### config.mk
export PLATFORM = sky130hd
export DESIGN_NAME = spi_regif
export DESIGN_NICKNAME = d
export VERILOG_FILES = /design/src/spi_pkg.sv /design/src/spi_regif.sv
export SDC_FILE = /design/constraint.sdc
export NUM_CORES = 1
export LEC_CHECK = 0
export BUFFER_PORTS_ARGS = -buffer_cell sky130_fd_sc_hd__buf_2
export CORE_ASPECT_RATIO = 2
export CORE_MARGIN = 2
export CORE_UTILIZATION = 55
export DETAILED_ROUTE_END_ITERATION = 12
export GPL_TIMING_DRIVEN = 1
export PLACE_DENSITY = 0.78
export SLEW_MARGIN = 20
export SYNTH_ARGS = -nofsm -noshare
export SYNTH_HDL_FRONTEND = slang
export SYNTH_SLANG_ARGS = --single-unit
### constraint.sdc
create_clock -name clk -period 3.6 [get_ports clk]
set_input_delay 0 -clock clk [delete_from_list [all_inputs] [get_ports clk]]
set_output_delay 0 -clock clk [all_outputs]
set_load 0.1 [all_outputs]
### src/spi_pkg.sv
`default_nettype none
package spi_pkg;
	// register addresses
	localparam logic [15:0] OFS_DATA = 16'h0011;
	localparam logic [15:0] OFS_CTRL = 16'h0012;
	localparam logic [15:0] OFS_CSR  = 16'h0013;
	// serial_control fields
	localparam int B_IRQEN = 7;
	localparam int B_EN    = 6;
	localparam int B_R2    = 5;
	localparam int B_MASTER_SELECT  = 4;
	localparam int B_CLOCK_IDLE_LEVEL  = 3;
	localparam int B_CLOCK_CAPTURE_PHASE  = 2;
	localparam int B_R1    = 1;
	localparam int B_R0    = 0;
	// serial_control_status fields
	localparam int B_DONE = 7;
	localparam int B_WRITE_COLLISION_FLAG = 6;
	localparam int B_OVR  = 5;
	localparam int B_MODE_FAULT_FLAG = 4;
	localparam int B_ODIS = 2;
	localparam int B_SSM  = 1;
	localparam int B_SSI  = 0;
	// reset values
	localparam logic [7:0] CTRL_RST = 8'h00;
	localparam logic [2:0] CSR_RST  = 3'h0;
	localparam logic [7:0] DATA_RST = 8'h00;
	// rate codes {rate_bit2,rate_bit1,rate_bit0}
	localparam logic [2:0] RATE_DIV4   = 3'h4;
	localparam logic [2:0] RATE_DIV8   = 3'h0;
	localparam logic [2:0] RATE_DIV16  = 3'h1;
	localparam logic [2:0] RATE_DIV32  = 3'h6;
	localparam logic [2:0] RATE_DIV64  = 3'h2;
	localparam logic [2:0] RATE_DIV128 = 3'h3;
	// half sck periods in clk cycles
	localparam logic [6:0] HALF_DIV4   = 7'h02;
	localparam logic [6:0] HALF_DIV8   = 7'h04;
	localparam logic [6:0] HALF_DIV16  = 7'h08;
	localparam logic [6:0] HALF_DIV32  = 7'h10;
	localparam logic [6:0] HALF_DIV64  = 7'h20;
	localparam logic [6:0] HALF_DIV128 = 7'h40;
	// sixteen sck edges per byte, numbered 0..15
	localparam logic [3:0] LAST_EDGE = 4'hF;
endpackage
`default_nettype wire

### src/spi_regif.sv
// Contract
// - irq when enabled and done/fault/overrun set
// - enable resets low, cleared by mode fault
// - master select cleared by mode fault
// - rate bits pick sck divider in master
// - rate bits ignored in slave mode
// - polarity sets sck idle level
// - phase picks first or second capture edge
// - done set at end, status-then-data clears
// - data writes ignored while done unacknowledged
// - collision flag on data write mid-transfer
// - overrun on completion with done set
// - fault on select low in master
// - output disable removes data output drive
// - soft select source frees select pin
// - soft select level: zero means selected
// - master data write starts a byte
// - received byte copied to read buffer
// - data write loads shift register directly
// - control and status reset to zero
// - fault blocks setting enable and master
// - overrun keeps first byte, drops later
`default_nettype none
module spi_regif
	import spi_pkg::*;
(
	// clock and reset
	input  wire logic        clk,
	input  wire logic        rst,
	// register port
	input  wire logic [15:0] addr,
	input  wire logic [7:0]  wdata,
	input  wire logic        wr,
	input  wire logic        rd,
	output logic      [7:0]  rdata,
	// interrupt request
	output logic             irq,
	// serial clock pin
	input  wire logic        sck_in,
	output logic             sck_out,
	output logic             sck_oe_n,
	// master-out data pin
	input  wire logic        mosi_in,
	output logic             mosi_out,
	output logic             mosi_oe_n,
	// master-in data pin
	input  wire logic        miso_in,
	output logic             miso_out,
	output logic             miso_oe_n,
	// slave select pin
	input  wire logic        ss_n_in
);

	logic [7:0] ctrl_q, ctrl_d;
	logic [2:0] cfg_q, cfg_d;
	logic       done_q, done_d;
	logic       write_collision_flag_q, write_collision_flag_d;
	logic       ovr_q, ovr_d;
	logic       mode_fault_flag_q, mode_fault_flag_d;
	logic       arm_q, arm_d;
	logic       marm_q, marm_d;
	logic [7:0] sh_q, sh_d;
	logic       out_q, out_d;
	logic [7:0] rxbuf_q;
	logic [3:0] cnt_q, cnt_d;
	logic       busy_q, busy_d;
	logic       phase_q;
	logic [6:0] div_q;
	logic [3:0] s1_q, s2_q;
	logic       sck_s3_q;

	function automatic logic [6:0] half_of(input logic [2:0] r);
		unique case (r)
			RATE_DIV4:   half_of = HALF_DIV4;
			RATE_DIV8:   half_of = HALF_DIV8;
			RATE_DIV16:  half_of = HALF_DIV16;
			RATE_DIV32:  half_of = HALF_DIV32;
			RATE_DIV64:  half_of = HALF_DIV64;
			RATE_DIV128: half_of = HALF_DIV128;
			// unlisted codes fall back to the slowest rate
			default:     half_of = HALF_DIV128;
		endcase
	endfunction

	// synchronised pins: 0 sck, 1 mosi, 2 miso, 3 select
	wire sck_s  = s2_q[0];
	wire mosi_s = s2_q[1];
	wire miso_s = s2_q[2];
	wire ss_s   = s2_q[3];

	wire       irq_en = ctrl_q[B_IRQEN];
	wire       en     = ctrl_q[B_EN];
	wire       master_select   = ctrl_q[B_MASTER_SELECT];
	wire       clock_idle_level   = ctrl_q[B_CLOCK_IDLE_LEVEL];
	wire       clock_capture_phase   = ctrl_q[B_CLOCK_CAPTURE_PHASE];
	wire [2:0] rate   = {ctrl_q[B_R2], ctrl_q[B_R1], ctrl_q[B_R0]};
	wire       odis   = cfg_q[B_ODIS];
	wire       select_source_soft    = cfg_q[B_SSM];
	wire       soft_select_level    = cfg_q[B_SSI];

	wire hit_data = addr == OFS_DATA;
	wire hit_ctrl = addr == OFS_CTRL;
	wire hit_csr  = addr == OFS_CSR;
	wire wr_data  = wr && hit_data;
	wire rd_data  = rd && hit_data;
	wire wr_ctrl  = wr && hit_ctrl;
	wire wr_csr   = wr && hit_csr;
	wire rd_csr   = rd && hit_csr;

	wire ss_int   = select_source_soft ? soft_select_level : ss_s;
	wire selected = !ss_int;

	wire [6:0] half = half_of(rate);
	wire       tick = busy_q && master_select && (div_q == 7'(half - 7'h01));

	wire slv_edge = en && !master_select && selected && (sck_s != sck_s3_q);
	wire edge_ev  = master_select ? tick : slv_edge;
	wire leading  = master_select ? !phase_q : (sck_s != clock_idle_level);
	wire capture  = leading ^ clock_capture_phase;
	wire sin      = master_select ? miso_s : mosi_s;
	wire [7:0] sh_cap = {sh_q[6:0], sin};
	wire fin      = edge_ev && (cnt_q == LAST_EDGE);
	wire [7:0] rx_byte = capture ? sh_cap : sh_q;
	wire in_prog  = busy_q || (cnt_q != 4'h0);

	wire fault    = en && master_select && !ss_int;
	wire wr_block = done_q && !arm_q;
	wire take     = wr_data && !in_prog && !wr_block;
	wire collide  = wr_data && in_prog;
	wire data_acc = (wr_data || rd_data) && arm_q;
	wire mode_fault_flag_clr = wr_ctrl && marm_q;

	assign done_d = fin || (done_q && !data_acc);
	assign arm_d  = rd_csr || (arm_q && !(wr_data || rd_data));
	assign write_collision_flag_d = collide || (write_collision_flag_q && !(rd_data && arm_q));
	assign ovr_d  = (fin && done_q) || (ovr_q && !rd_csr);
	assign mode_fault_flag_d = fault || (mode_fault_flag_q && !mode_fault_flag_clr);
	assign marm_d = (rd_csr && mode_fault_flag_q) || (marm_q && !wr_ctrl);

	// enable and master refused while fault stands
	wire       allow_set = !mode_fault_flag_q || marm_q;
	wire [7:0] ctrl_wr   = {wdata[7], wdata[B_EN] && allow_set, wdata[5],
	                        wdata[B_MASTER_SELECT] && allow_set, wdata[3:0]};
	always_comb begin
		ctrl_d = ctrl_q;
		if (wr_ctrl)
			ctrl_d = ctrl_wr;
		if (fault) begin
			ctrl_d[B_EN]   = 1'b0;
			ctrl_d[B_MASTER_SELECT] = 1'b0;
		end
	end

	assign cfg_d = wr_csr ? wdata[2:0] : cfg_q;

	always_comb begin
		sh_d  = sh_q;
		out_d = out_q;
		if (take) begin
			sh_d  = wdata;
			out_d = wdata[7];
		end else if (edge_ev && capture) begin
			sh_d = sh_cap;
		end else if (edge_ev) begin
			out_d = sh_q[7];
		end
	end

	always_comb begin
		cnt_d = cnt_q;
		if (fault || !en || (!master_select && !selected))
			cnt_d = 4'h0;
		else if (edge_ev)
			cnt_d = 4'(cnt_q + 4'h1);
	end

	assign busy_d = (fault || fin) ? 1'b0 : (busy_q || (take && master_select && en));

	wire [7:0] csr_rd = {done_q, write_collision_flag_q, ovr_q, mode_fault_flag_q, 1'b0, cfg_q};
	wire [7:0] rd_mux = hit_data ? rxbuf_q :
	                    hit_ctrl ? ctrl_q :
	                    hit_csr  ? csr_rd : 8'h00;

	always_ff @(posedge clk) begin
		if (rst) begin
			ctrl_q <= CTRL_RST;
			cfg_q  <= CSR_RST;
			done_q <= 1'b0;
			write_collision_flag_q <= 1'b0;
			ovr_q  <= 1'b0;
			mode_fault_flag_q <= 1'b0;
			arm_q  <= 1'b0;
			marm_q <= 1'b0;
		end else begin
			ctrl_q <= ctrl_d;
			cfg_q  <= cfg_d;
			done_q <= done_d;
			write_collision_flag_q <= write_collision_flag_d;
			ovr_q  <= ovr_d;
			mode_fault_flag_q <= mode_fault_flag_d;
			arm_q  <= arm_d;
			marm_q <= marm_d;
		end
	end

	always_ff @(posedge clk) begin
		if (rst) begin
			sh_q   <= DATA_RST;
			out_q  <= 1'b0;
			cnt_q  <= 4'h0;
			busy_q <= 1'b0;
		end else begin
			sh_q   <= sh_d;
			out_q  <= out_d;
			cnt_q  <= cnt_d;
			busy_q <= busy_d;
		end
	end

	// buffer only loads while done is clear
	always_ff @(posedge clk) begin
		if (rst)
			rxbuf_q <= DATA_RST;
		else if (fin && !done_q)
			rxbuf_q <= rx_byte;
	end

	always_ff @(posedge clk) begin
		if (rst || !busy_q || fault) begin
			div_q   <= 7'h00;
			phase_q <= 1'b0;
		end else if (tick) begin
			div_q   <= 7'h00;
			phase_q <= !phase_q;
		end else begin
			div_q <= 7'(div_q + 7'h01);
		end
	end

	// pins cross from outside: two flops before use
	always_ff @(posedge clk) begin
		if (rst) begin
			s1_q     <= 4'hF;
			s2_q     <= 4'hF;
			// matches the synchroniser reset so no false edge follows reset
			sck_s3_q <= 1'b1;
		end else begin
			s1_q     <= {ss_n_in, miso_in, mosi_in, sck_in};
			s2_q     <= s1_q;
			sck_s3_q <= s2_q[0];
		end
	end

	// registered pin drive; enable low means driving
	always_ff @(posedge clk) begin
		if (rst) begin
			sck_out   <= 1'b0;
			sck_oe_n  <= 1'b1;
			mosi_out  <= 1'b0;
			mosi_oe_n <= 1'b1;
			miso_out  <= 1'b0;
			miso_oe_n <= 1'b1;
			irq       <= 1'b0;
			rdata     <= 8'h00;
		end else begin
			sck_out   <= clock_idle_level ^ phase_q;
			sck_oe_n  <= !(en && master_select);
			mosi_out  <= out_q;
			mosi_oe_n <= !(en && master_select && !odis);
			miso_out  <= out_q;
			miso_oe_n <= !(en && !master_select && !odis && selected);
			irq       <= irq_en && (done_q || mode_fault_flag_q || ovr_q);
			rdata     <= rd ? rd_mux : 8'h00;
		end
	end
endmodule
`default_nettype wire

==> results of run 1 <==
## sequential cells by signal (all words and copies together), names as in the netlist, 3 cells and up
signal,count
ctrl_q,8
rdata,8
rxbuf_q,8
sh_q,8
div_q,7
cnt_q,4
s1_q,4
s2_q,4
cfg_q,3
## kinds of logic after synthesis
kind of cell	after synthesis	synth area share [%]
xor gates and xnor gates	14	4.08
DFF	70	46.6
adders and majority gates	3	1.25
and+or+nand+nor	126	21.2
muxes	27	9.28
buffers and inverters	26	3.87
AOI/OAI and AO/OA	54	13.8
## power groups by stage
| stage | combinational (uW) | sequential [uW] | clock, uW |
|---|---|---|---|
| after floorplan | 21.4 | 797 | 0 |
| after global placement | 45.5 | 798 | 0 |
| after detailed placement | 46.4 | 798 | 0 |
| after CTS | 57.0 | 780 | 646 |
| after global routing | 62.5 | 780 | 676 |
| final | 57.5 | 780 | 633 |
## final timing paths
path                          startpoint                      to  slack (ns)  cells past startpoint
hold reg to reg       s1_q[3]$_SDFF_PP1_      s2_q[3]$_SDFF_PP1_        0.41                      1
hold / removal                        wr  ctrl_q[6]$_SDFFE_PP0P_        0.06                      3
setup reg to reg  ctrl_q[1]$_SDFFE_PP0P_    sh_q[6]$_SDFFE_PP0P_        1.21                      6
setup / recovery  ctrl_q[1]$_SDFFE_PP0P_    sh_q[6]$_SDFFE_PP0P_        1.21                      6
## worst reg2reg max path, cell delays in order (launching register included)
cell,delay [ns]
sky130_fd_sc_hd__dfxtp_1,0.38
sky130_fd_sc_hd__or4_1,0.55
sky130_fd_sc_hd__a21boi_2,0.23
sky130_fd_sc_hd__o311ai_4,0.19
sky130_fd_sc_hd__a21boi_2,0.51
sky130_fd_sc_hd__mux2i_1,0.16
sky130_fd_sc_hd__a211oi_1,0.27
## metrics by stage
| step | total power [uW] | hold WS (ns) | instance area [um^2] | setup WS (ns) |
|---|---|---|---|---|
| detailed placement | 844 | 0.186 | 3260 | 1.21 |
| global route | 1520 | 0.0599 | 3590 | 1.06 |
| global placement | 843 | 0.181 | 3260 | 1.31 |
| CTS | 1480 | 0.0438 | 3590 | 1.19 |
| finish | 1470 | 0.0596 | 3590 | 1.21 |
| floorplan | 819 | 0.104 | 3010 | 1.62 |
## cell usage after synthesis (all sizes together), types with 6 or more instances
cell type	number	area (um^2)
dfxtp	70	1400
nor2	44	165
nand2	23	86.3
a21oi	20	115
mux2i	20	200
clkbuf	12	45.0
nand3	12	60.1
or2	12	75.1
xnor2	10	87.6
inv	9	33.8
nor3	8	55.1
a222oi	7	70.1
mux2	7	78.8
a211oi	6	45.0
o21ai	6	30.0
## routing by layer
layer | global-route usage (%) | vias up | part of all wire, %
met5 | 0 | - | 0
met4 | 17.2 | 0 | 5.4
met3 | 5.98 | 23 | 4.0
met2 | 42.7 | 72 | 52
met1 | 25.6 | 1186 | 38
li1 | - | 1242 | -
## layout make-up
class	count	area [um^2]
fillers	465	1780
multi-input cells	224	1490
flip-flops and latches	70	1400
repair buffers	63	390
clock buffers	13	159
well taps	60	75.1
clock inverters	3	42.5
inverters	9	33.8
==> results.rst, run 1 <==
.. list-table::
   :header-rows: 1

   * - Metric
     - Value
   * - Outcome
     - complete, no violations
   * - Die Span Y
     - 109 um
   * - Clock tree from TritonCTS
     - yes
   * - Static leakage
     - about 0.0013 uW
   * - Rows
     - 38
   * - Latest clock arrival within the worst-skew pair
     - ~0.35 ns
   * - Power Density
     - 409 nW/um^2
   * - # port buffers
     - 46
   * - Proportion of synthesized chip area in sequential cells
     - 46.6%
   * - Post-CTS Setup Bufs
     - 0
   * - Net total in the final layout
     - a little over 400
   * - Number of buffer and inverter stages on the critical path
     - 0
   * - Family with the most delay on the worst path
     - compound AO/OA/AOI/OAI gates
   * - Fraction of layout instances using a drive strength above 1
     - around 24%
   * - Data arrival, critical path
     - between 2 and 3 ns
   * - Wire length of the first global-routing pass
     - between 10000 and 15000 um
   * - Area growth from synthesis to final layout
     - 19.4%
   * - Maximum number of pins on one net before global-route repair
     - 51
   * - Number of failing hold endpoints at the final stage
     - 0
   * - Crit path max fanout
     - 9
   * - Slew at the pin closest to its max-slew limit
     - 1.10 ns
   * - Clock-pin slew reported for the worst setup and hold paths after clock tree synthesis
     - 0.07 ns
   * - Final cycle utilization of the critical path
     - 66.3%
   * - Most common cell after layout, fill and taps aside
     - sky130_fd_sc_hd__dfxtp_1
   * - Number of cells upsized or downsized after cts
     - 0
   * - Number of buffers created by CTS
     - 9
   * - Endpoint kind of the worst setup timing path
     - flop
   * - Required time of the critical path
     - 3.85 ns
   * - Post-synth net total
     - about 360
   * - Number of standard cells in the final layout excluding fillers
     - 442
   * - Total of flip-flops plus latches after synthesis
     - 70
   * - Clock power frac
     - 43.0%
   * - Post-Route Utilization
     - 66.9%
   * - Post-synth cell types
     - 50
   * - GP Congestion
     - 0.918
   * - Clock skew
     - 0.00827 ns
   * - Syn Area/Cell
     - 9.40 um^2
   * - CP max-delay cell
     - sky130_fd_sc_hd__or4_1
   * - Drc violations
     - 0
   * - DIE WIDTH
     - 56.3 um
   * - Total gr overflow
     - 0
   * - Sequential share of power
     - about 53%
   * - Most frequent cells in the layout
     - sky130_fd_sc_hd__dfxtp_1, sky130_fd_sc_hd__buf_2, sky130_fd_sc_hd__nor2_1
   * - NetSw
     - 306 uW
   * - Most used cell, CP
     - sky130_fd_sc_hd__a21boi_2
   * - DR vias/cell
     - 5.71
   * - Synth Flop Type
     - sky130_fd_sc_hd__dfxtp_1
   * - Vias
     - 2523
   * - Antenna violations before repair
     - 0
   * - Cells traversed along the worst timing path
     - or4_1 -> a21boi_2 -> o311ai_4 -> a21boi_2 -> mux2i_1 -> a211oi_1
   * - Final min period
     - 2.39 ns
   * - Starting Density
     - 56.0%
   * - Max VDD drop
     - 603 uV
   * - Area of the core
     - 5370 um^2
   * - Maximum cell stage delay along the critical path
     - 0.55 ns
   * - Inst Count DP
     - 413
   * - Worst Path Class, Setup
     - flop to flop
   * - Yosys warning count
     - 0
   * - Int Pwr
     - 1160 uW
   * - Antenna-violating nets left
     - 0
   * - Via count of the first global-routing pass
     - between 2k and 2.5k
   * - Maximum Capacitance Violations
     - 0
   * - Diodes inserted
     - 0
   * - Number of setup violations in the final report
     - 0
   * - Worst hold path type
     - input pin to flop
   * - CTS max path bufs
     - 2
   * - Post-Route WL
     - 7010 um
   * - CTS hold repair buffers
     - 13
   * - Post-Synthesis Cells
     - 320
   * - Top achievable clock speed
     - 419 MHz
   * - Relative slew slack
     - 26.0%
   * - RSZ-0062 raised after global routing
     - false
   * - Switching Fraction
     - 20.8%
   * - Detailed router's first-iteration violation count
     - 106
   * - Number of synthesized flops with an enable pin
     - 0
   * - Total negative slack
     - 0 ns
   * - Area of the mapped netlist
     - 3010 um^2
   * - Num ports
     - 47
   * - Clock sink count
     - 70
   * - HPWL after detailed placement
     - 4990 um
   * - Area enclosed by the die boundary
     - 6110 um^2
   * - Routed WL per cell
     - about 16 um
   * - Clock Tree Root
     - sky130_fd_sc_hd__clkbuf_8
   * - Number of slew-limit violations in the final report
     - 0
   * - H-tree Lvls
     - 3
   * - Share of synthesized registers carrying an async set or reset
     - 0%
   * - Logic pwr share
     - 3.9%
   * - Iteration count of the initial detailed-routing pass
     - 4
   * - Overall track demand over capacity in global routing
     - 24.6%
   * - Setup crit start kind
     - flop
(Power assumes the default switching activity.)
==> inputs of run 2 (changes only) <==
==> constraint.sdc (replaced) <==
create_clock -name clk -period 2.4 [get_ports clk]
set_input_delay 0 -clock clk [delete_from_list [all_inputs] [get_ports clk]]
set_output_delay 0 -clock clk [all_outputs]
set_load 0.1 [all_outputs]
==> run 2 against run 1 <==
Against the previous run: clock skew about the same; critical endpoint is now rxbuf_q[6]$_SDFFE_PP0P_; global-route usage rose by 1.0 points; critical path type unchanged; worst hold slack worse by 0.010 ns; setup slack worse by 1.1 ns; register-to-register slack got worse by 1.1 ns.
==> results.rst, run 2 (synthesis gave the netlist of run 1 again) <==
.. list-table::
   :header-rows: 1

   * - Metric
     - Value
   * - Antenna violations before repair
     - 0 (unchanged)
   * - Crit path launch
     - ctrl_q[5]$_SDFFE_PP0P_
   * - Worst reg2reg path startpoint
     - ctrl_q[5]$_SDFFE_PP0P_
   * - Max VDD drop
     - 525 uV (-13%)
   * - Total gr overflow
     - 0 (unchanged)
   * - Final cycle utilization of the critical path
     - 94.7% (+28 points)
   * - Wire length of the first global-routing pass
     - 11900 um (+3.3%)
   * - HPWL after detailed placement
     - 5120 um (+2.7%)
   * - Clock sink count
     - 70 (unchanged)
   * - Maximum number of pins on one net before global-route repair
     - 51 (unchanged)
   * - Drc violations
     - 0 (unchanged)
   * - Via count of the first global-routing pass
     - 2525 (+1.5%)
   * - DR vias/cell
     - 5.79 (+1.4%)
   * - Worst Path Class, Setup
     - flop to flop
   * - Detailed router's first-iteration violation count
     - 85 (-20%)
   * - Clock-pin slew reported for the worst setup and hold paths after clock tree synthesis
     - 0.07 ns (about the same)
   * - Area enclosed by the die boundary
     - 6110 um^2 (unchanged)
   * - Outcome
     - complete, no violations
   * - RSZ-0062 raised after global routing
     - false
   * - # port buffers
     - 46 (unchanged)
   * - Worst hold path type
     - input pin to flop
   * - Die Span Y
     - 109 um (unchanged)
   * - Post-layout total power
     - 2170 uW (+47%)
   * - Setup crit start kind
     - flop
   * - Overall track demand over capacity in global routing
     - 25.6% (+1.0 points)
   * - Total negative slack
     - 0 ns (unchanged)
   * - Number of slew-limit violations in the final report
     - 0 (unchanged)
   * - Routed WL per cell
     - 15.8 um (-0.32%)
   * - CTS max path bufs
     - 2 (unchanged)
   * - Latest clock arrival within the worst-skew pair
     - 0.35 ns (about the same)
   * - Top achievable clock speed
     - 440 MHz (+5.0%)
   * - Slew at the pin closest to its max-slew limit
     - 0.810 ns (-0.291 ns)
   * - Required time of the critical path
     - 2.61 ns (-1.24 ns)
   * - Fraction of layout instances using a drive strength above 1
     - 24.2% (-0.13 points)
   * - Rows
     - 38 (unchanged)
   * - Net total in the final layout
     - 415 (+0.73%)
   * - Clock Tree Root
     - sky130_fd_sc_hd__clkbuf_8
   * - Relative slew slack
     - 46.0% (+20 points)
   * - Area of the core
     - 5370 um^2 (unchanged)
   * - Post-CTS Setup Bufs
     - 0 (unchanged)
   * - H-tree Lvls
     - 3 (unchanged)
   * - Post-Route Utilization
     - 66.9% (+0.070 points)
   * - Most common cell after layout, fill and taps aside
     - sky130_fd_sc_hd__dfxtp_1
   * - Start point of the worst min-delay path
     - wr
   * - Maximum Capacitance Violations
     - 0 (unchanged)
   * - DIE WIDTH
     - 56.3 um (unchanged)
   * - Final min period
     - 2.27 ns (-0.114 ns)
   * - Data arrival, critical path
     - 2.48 ns (-0.16 ns)
   * - Starting Density
     - 56.0% (unchanged)
   * - Clock tree from TritonCTS
     - yes
   * - Power Density
     - 603 nW/um^2 (+47%)
   * - Post-Route WL
     - 7020 um (+0.13%)
   * - Clock skew
     - 0.00873 ns (+0.000457 ns)
   * - Vias
     - 2570 (+1.9%)
   * - Most frequent cells in the layout
     - sky130_fd_sc_hd__dfxtp_1, sky130_fd_sc_hd__buf_2, sky130_fd_sc_hd__nor2_1
   * - Inst Count DP
     - 416 (+0.73%)
   * - Number of setup violations in the final report
     - 0 (unchanged)
   * - Static leakage
     - 0.00131 uW (+0.49%)
   * - Diodes inserted
     - 0 (unchanged)
   * - Antenna-violating nets left
     - 0 (unchanged)
   * - Number of buffers created by CTS
     - 9 (unchanged)
   * - Number of standard cells in the final layout excluding fillers
     - 444 (+0.45%)
   * - GP Congestion
     - 0.910 (-0.86%)
   * - Number of failing hold endpoints at the final stage
     - 0 (unchanged)
   * - Num ports
     - 47 (unchanged)
   * - Crit path max fanout
     - 9 (unchanged)
   * - Endpoint kind of the worst setup timing path
     - flop
   * - Area growth from synthesis to final layout
     - 19.6%
   * - Iteration count of the initial detailed-routing pass
     - 5 (+1)
-- run 2: metrics by stage --
stage / hold slack [ns] / area, um^2 / setup WS (ns)
after CTS: 0.0391 / 3600 / 0.134
after global placement: 0.182 / 3280 / 0.235
final: 0.0495 / 3600 / 0.128
after global routing: 0.0598 / 3600 / 0.0194
after floorplan: 0.104 / 3010 / 0.424
after detailed placement: 0.186 / 3280 / 0.164
-- run 2: path summary, 6_finish.rpt --
check / endpoint / slack (ns) / cells past startpoint
setup / recovery: rxbuf_q[6]$_SDFFE_PP0P_ / 0.13 / 6
hold / removal: ctrl_q[6]$_SDFFE_PP0P_ / 0.05 / 3
setup reg to reg: rxbuf_q[6]$_SDFFE_PP0P_ / 0.13 / 6
hold reg to reg: s2_q[3]$_SDFF_PP1_ / 0.41 / 1
-- run 2: worst max-delay path: stages, from the launching register on --
cell,delay [ns]
sky130_fd_sc_hd__dfxtp_1,0.39
sky130_fd_sc_hd__or4_1,0.57
sky130_fd_sc_hd__a21boi_2,0.25
sky130_fd_sc_hd__o311ai_4,0.19
sky130_fd_sc_hd__a21oi_4,0.41
sky130_fd_sc_hd__mux2i_1,0.25
sky130_fd_sc_hd__nor2_1,0.05
-- run 2: report_power, final --
group	switching [uW]	internal (uW)	leakage [uW]	total, uW
clock network	404	505	0.0000908	909
logic	42.5	44.7	0.000654	87.2
registers	2.65	1170	0.000566	1170
-- run 2: layout make-up --
class / count / area, um^2
well taps: 60 / 75.1
multi-input cells: 224 / 1490
inverters: 9 / 33.8
clock inverters: 1 / 30.0
fillers: 460 / 1780
flip-flops and latches: 70 / 1400
clock buffers: 14 / 153
repair buffers: 66 / 413
-- run 2: layer usage --
metal / vias up / track usage, % / share of wire, %
met1: 1215 / 25.6 / 36
met3: 26 / 4.78 / 3.8
met5: - / 0 / 0
li1: 1257 / - / -
met2: 72 / 45.5 / 55
met4: 0 / 20.1 / 4.8
-- run 2: what timing repair did --
item	CTS	global route
endpoints found under the hold margin	24	0
resized for setup	0	0
hold buffers	13	0
==> inputs of run 3 (changes only) <==
--- a/config.mk
+++ b/config.mk
@@ -8,10 +8,9 @@
 export BUFFER_PORTS_ARGS = -buffer_cell sky130_fd_sc_hd__buf_2
 export CORE_ASPECT_RATIO = 2
 export CORE_MARGIN = 2
-export CORE_UTILIZATION = 55
+export CORE_UTILIZATION = 44
 export DETAILED_ROUTE_END_ITERATION = 12
 export GPL_TIMING_DRIVEN = 1
-export PLACE_DENSITY = 0.78
 export SLEW_MARGIN = 20
 export SYNTH_ARGS = -nofsm -noshare
 export SYNTH_HDL_FRONTEND = slang
==> run 3 against run 2 <==
Against the previous run: worst hold slack worse by 0.020 ns; non-clock buffer count is 3 higher; count of clock-buffer cells in the layout is 4 lower; fmax is 2.9% higher; setup slack better by 0.064 ns; core utilization is 9.4 points lower.
==> results.rst, run 3 (synthesis gave the netlist of run 1 again) <==
.. list-table::
   :header-rows: 1

   * - Metric
     - Value
   * - Static leakage
     - 0.00139 uW (+6.2%)
   * - RSZ-0062 raised after global routing
     - false
   * - Clock skew
     - 0.00372 ns (-0.00501 ns)
   * - CP max-delay cell
     - sky130_fd_sc_hd__or4b_1
   * - Sequential share of power
     - 43.8% (-10 points)
   * - GP Congestion
     - 0.911 (about the same)
   * - Overall track demand over capacity in global routing
     - 21.1% (-4.5 points)
   * - Reg-to-reg slack, setup
     - 0.19 ns (+0.06 ns)
   * - Worst Path Class, Setup
     - flop to flop
   * - Maximum number of pins on one net before global-route repair
     - 51 (unchanged)
   * - # port buffers
     - 46 (unchanged)
   * - Clock Tree Root
     - sky130_fd_sc_hd__clkbuf_16
   * - Antenna-violating nets left
     - 0 (unchanged)
   * - Start point of the worst min-delay path
     - addr[0]
   * - DIE WIDTH
     - 62.5 um (+11%)
   * - Starting Density
     - 45.4% (-11 points)
   * - Cells traversed along the worst timing path
     - or4b_1 -> nor3_2 -> o311ai_4 -> a21oi_4 -> mux2i_1 -> nor2_1
   * - Relative slew slack
     - 43.4% (-2.5 points)
   * - Fraction of layout instances using a drive strength above 1
     - 26.0% (+1.8 points)
   * - Vias
     - 2532 (-1.5%)
   * - Final cycle utilization of the critical path
     - 92.0% (-2.7 points)
   * - Iteration count of the initial detailed-routing pass
     - 5 (unchanged)
   * - NetSw
     - 531 uW (+18%)
   * - Maximum Capacitance Violations
     - 0 (unchanged)
   * - Switching Fraction
     - 19.8% (-0.90 points)
   * - H-tree Lvls
     - 3 (unchanged)
   * - Setup crit start kind
     - flop
   * - Area of the core
     - 6620 um^2 (+23%)
   * - Endpoint kind of the worst setup timing path
     - flop
   * - Most common cell after layout, fill and taps aside
     - sky130_fd_sc_hd__dfxtp_1
   * - Drc violations
     - 0 (unchanged)
   * - Power Density
     - 703 nW/um^2 (+17%)
   * - Latest clock arrival within the worst-skew pair
     - 0.34 ns (about the same)
   * - Outcome
     - complete, no violations
   * - Num ports
     - 47 (unchanged)
   * - Int Pwr
     - 2150 uW (+25%)
   * - Area enclosed by the die boundary
     - 7550 um^2 (+24%)
   * - Post-layout total power
     - 2680 uW (+24%)
   * - Final min period
     - 2.21 ns (-0.0638 ns)
   * - Required time of the critical path
     - 2.59 ns (-0.02 ns)
   * - Routed WL per cell
     - 15.3 um (-3.4%)
   * - Family with the most delay on the worst path
     - simple AND/OR/NAND/NOR gates
   * - Logic pwr share
     - 3.3% (-0.7 points)
   * - PnR worst setup slack
     - 0.192 ns (+0.0638 ns)
   * - Clock-pin slew reported for the worst setup and hold paths after clock tree synthesis
     - 0.06 ns (about the same)
   * - HPWL after detailed placement
     - 5470 um (+6.9%)
   * - Net total in the final layout
     - 418 (+0.72%)
   * - Slew at the pin closest to its max-slew limit
     - 0.849 ns (+0.0382 ns)
   * - Number of buffers created by CTS
     - 9 (unchanged)
   * - Crit path max fanout
     - 9 (unchanged)
   * - Detailed router's first-iteration violation count
     - 110 (+29%)
   * - Number of setup violations in the final report
     - 0 (unchanged)
   * - CTS max path bufs
     - 2 (unchanged)
   * - Post-CTS Setup Bufs
     - 0 (unchanged)
   * - Clock sink count
     - 70 (unchanged)
   * - Via count of the first global-routing pass
     - 2614 (+3.5%)
   * - Data arrival, critical path
     - 2.40 ns (-0.08 ns)
   * - Diodes inserted
     - 0 (unchanged)
   * - Worst reg2reg path startpoint
     - ctrl_q[5]$_SDFFE_PP0P_
   * - Post-Route WL
     - 7270 um (+3.6%)
   * - DR vias/cell
     - 5.32 (-8.1%)
   * - Maximum cell stage delay along the critical path
     - 0.48 ns (-0.09 ns)
   * - Area growth from synthesis to final layout
     - 26.6%
   * - Clock power frac
     - 53.0% (+11 points)
   * - Worst slack at placement
     - 0.202 ns (+0.0378 ns)
   * - Rows
     - 42 (+11%)
   * - Total negative slack
     - 0 ns (unchanged)
   * - Crit path launch
     - ctrl_q[5]$_SDFFE_PP0P_
   * - Die Span Y
     - 121 um (+11%)
   * - Max VDD drop
     - 449 uV (-15%)
   * - Worst hold path type
     - input pin to flop
   * - Number of slew-limit violations in the final report
     - 0 (unchanged)
   * - Top achievable clock speed
     - 453 MHz (+2.9%)
   * - Wire length of the first global-routing pass
     - 12200 um (+2.7%)
   * - Clock tree from TritonCTS
     - yes
   * - Number of buffer and inverter stages on the critical path
     - 0 (unchanged)
   * - Number of failing hold endpoints at the final stage
     - 0 (unchanged)
   * - Total gr overflow
     - 0 (unchanged)
   * - Final Hold Slack
     - 0.0298 ns (-0.0197 ns)
   * - Most frequent cells in the layout
     - sky130_fd_sc_hd__dfxtp_1, sky130_fd_sc_hd__buf_2, sky130_fd_sc_hd__nor2_1
   * - Antenna violations before repair
     - 0 (unchanged)
## run 3: changes by cell type in the layout (fill, tap and decap cells not counted), sizes merged
cell	delta
clkbuf	-4
buf	+3
clkinv	+2
clkinvlp	+2
bufinv	+1
## run 3: layout make-up
type / count / area (um^2)
multi-input combinational: 224 / 1490
sequential: 70 / 1400
fill: 652 / 2810
tap: 88 / 110
inverter: 9 / 33.8
clock inverter: 6 / 85.1
clock buffer: 10 / 239
timing repair buffer: 69 / 448
## run 3: final timing paths
path / end / cells past startpoint
max: rxbuf_q[1]$_SDFFE_PP0P_ / 6
min: ctrl_q[7]$_SDFFE_PP0P_ / 4
max reg2reg: rxbuf_q[1]$_SDFFE_PP0P_ / 6
min reg2reg: s2_q[3]$_SDFF_PP1_ / 1
## run 3: tightest hold or removal path, cell delays in order
cell                      delay (ns)
sky130_fd_sc_hd__buf_2          0.09
sky130_fd_sc_hd__nor3_2         0.08
sky130_fd_sc_hd__nand3_1        0.09
sky130_fd_sc_hd__a21oi_1        0.05
## run 3: layer usage
| layer | routed length [um] | vias up | global-route usage [%] |
|---|---|---|---|
| met1 | 2800 | 1213 | 21.0 |
| met4 | 215 | 0 | 13.1 |
| met5 | 0 | - | 0 |
| li1 | - | 1266 | - |
| met2 | 4080 | 34 | 38.1 |
| met3 | 173 | 19 | 5.75 |
## run 3: power groups by stage
stage / Sequential [uW] / Combinational [uW] / Clock (uW)
after floorplan: 1200 / 32.1 / 0
after global placement: 1200 / 70.5 / 0
after detailed placement: 1200 / 72.2 / 0
after CTS: 1170 / 88.0 / 1440
after global routing: 1170 / 96.1 / 1490
final: 1170 / 87.4 / 1420
## run 3: per-stage QoR
| stage | instance area (um^2) | util (%) | cells |
|---|---|---|---|
| after floorplan | 3010 | - | 320 |
| after global placement | 3350 | 50.6 | 447 |
| after detailed placement | 3350 | 50.6 | 447 |
| after CTS | 3810 | 57.5 | 476 |
| after global routing | 3810 | 57.5 | 476 |
| final | 3810 | 57.5 | 476 |
## run 3: timing repair
item / 4_1_cts / 5_1_grt
hold endpoints to repair: 23 / 0
hold buffers: 13 / 0
resized for setup: 0 / 0
endpoints found under the setup margin: 0 / 0
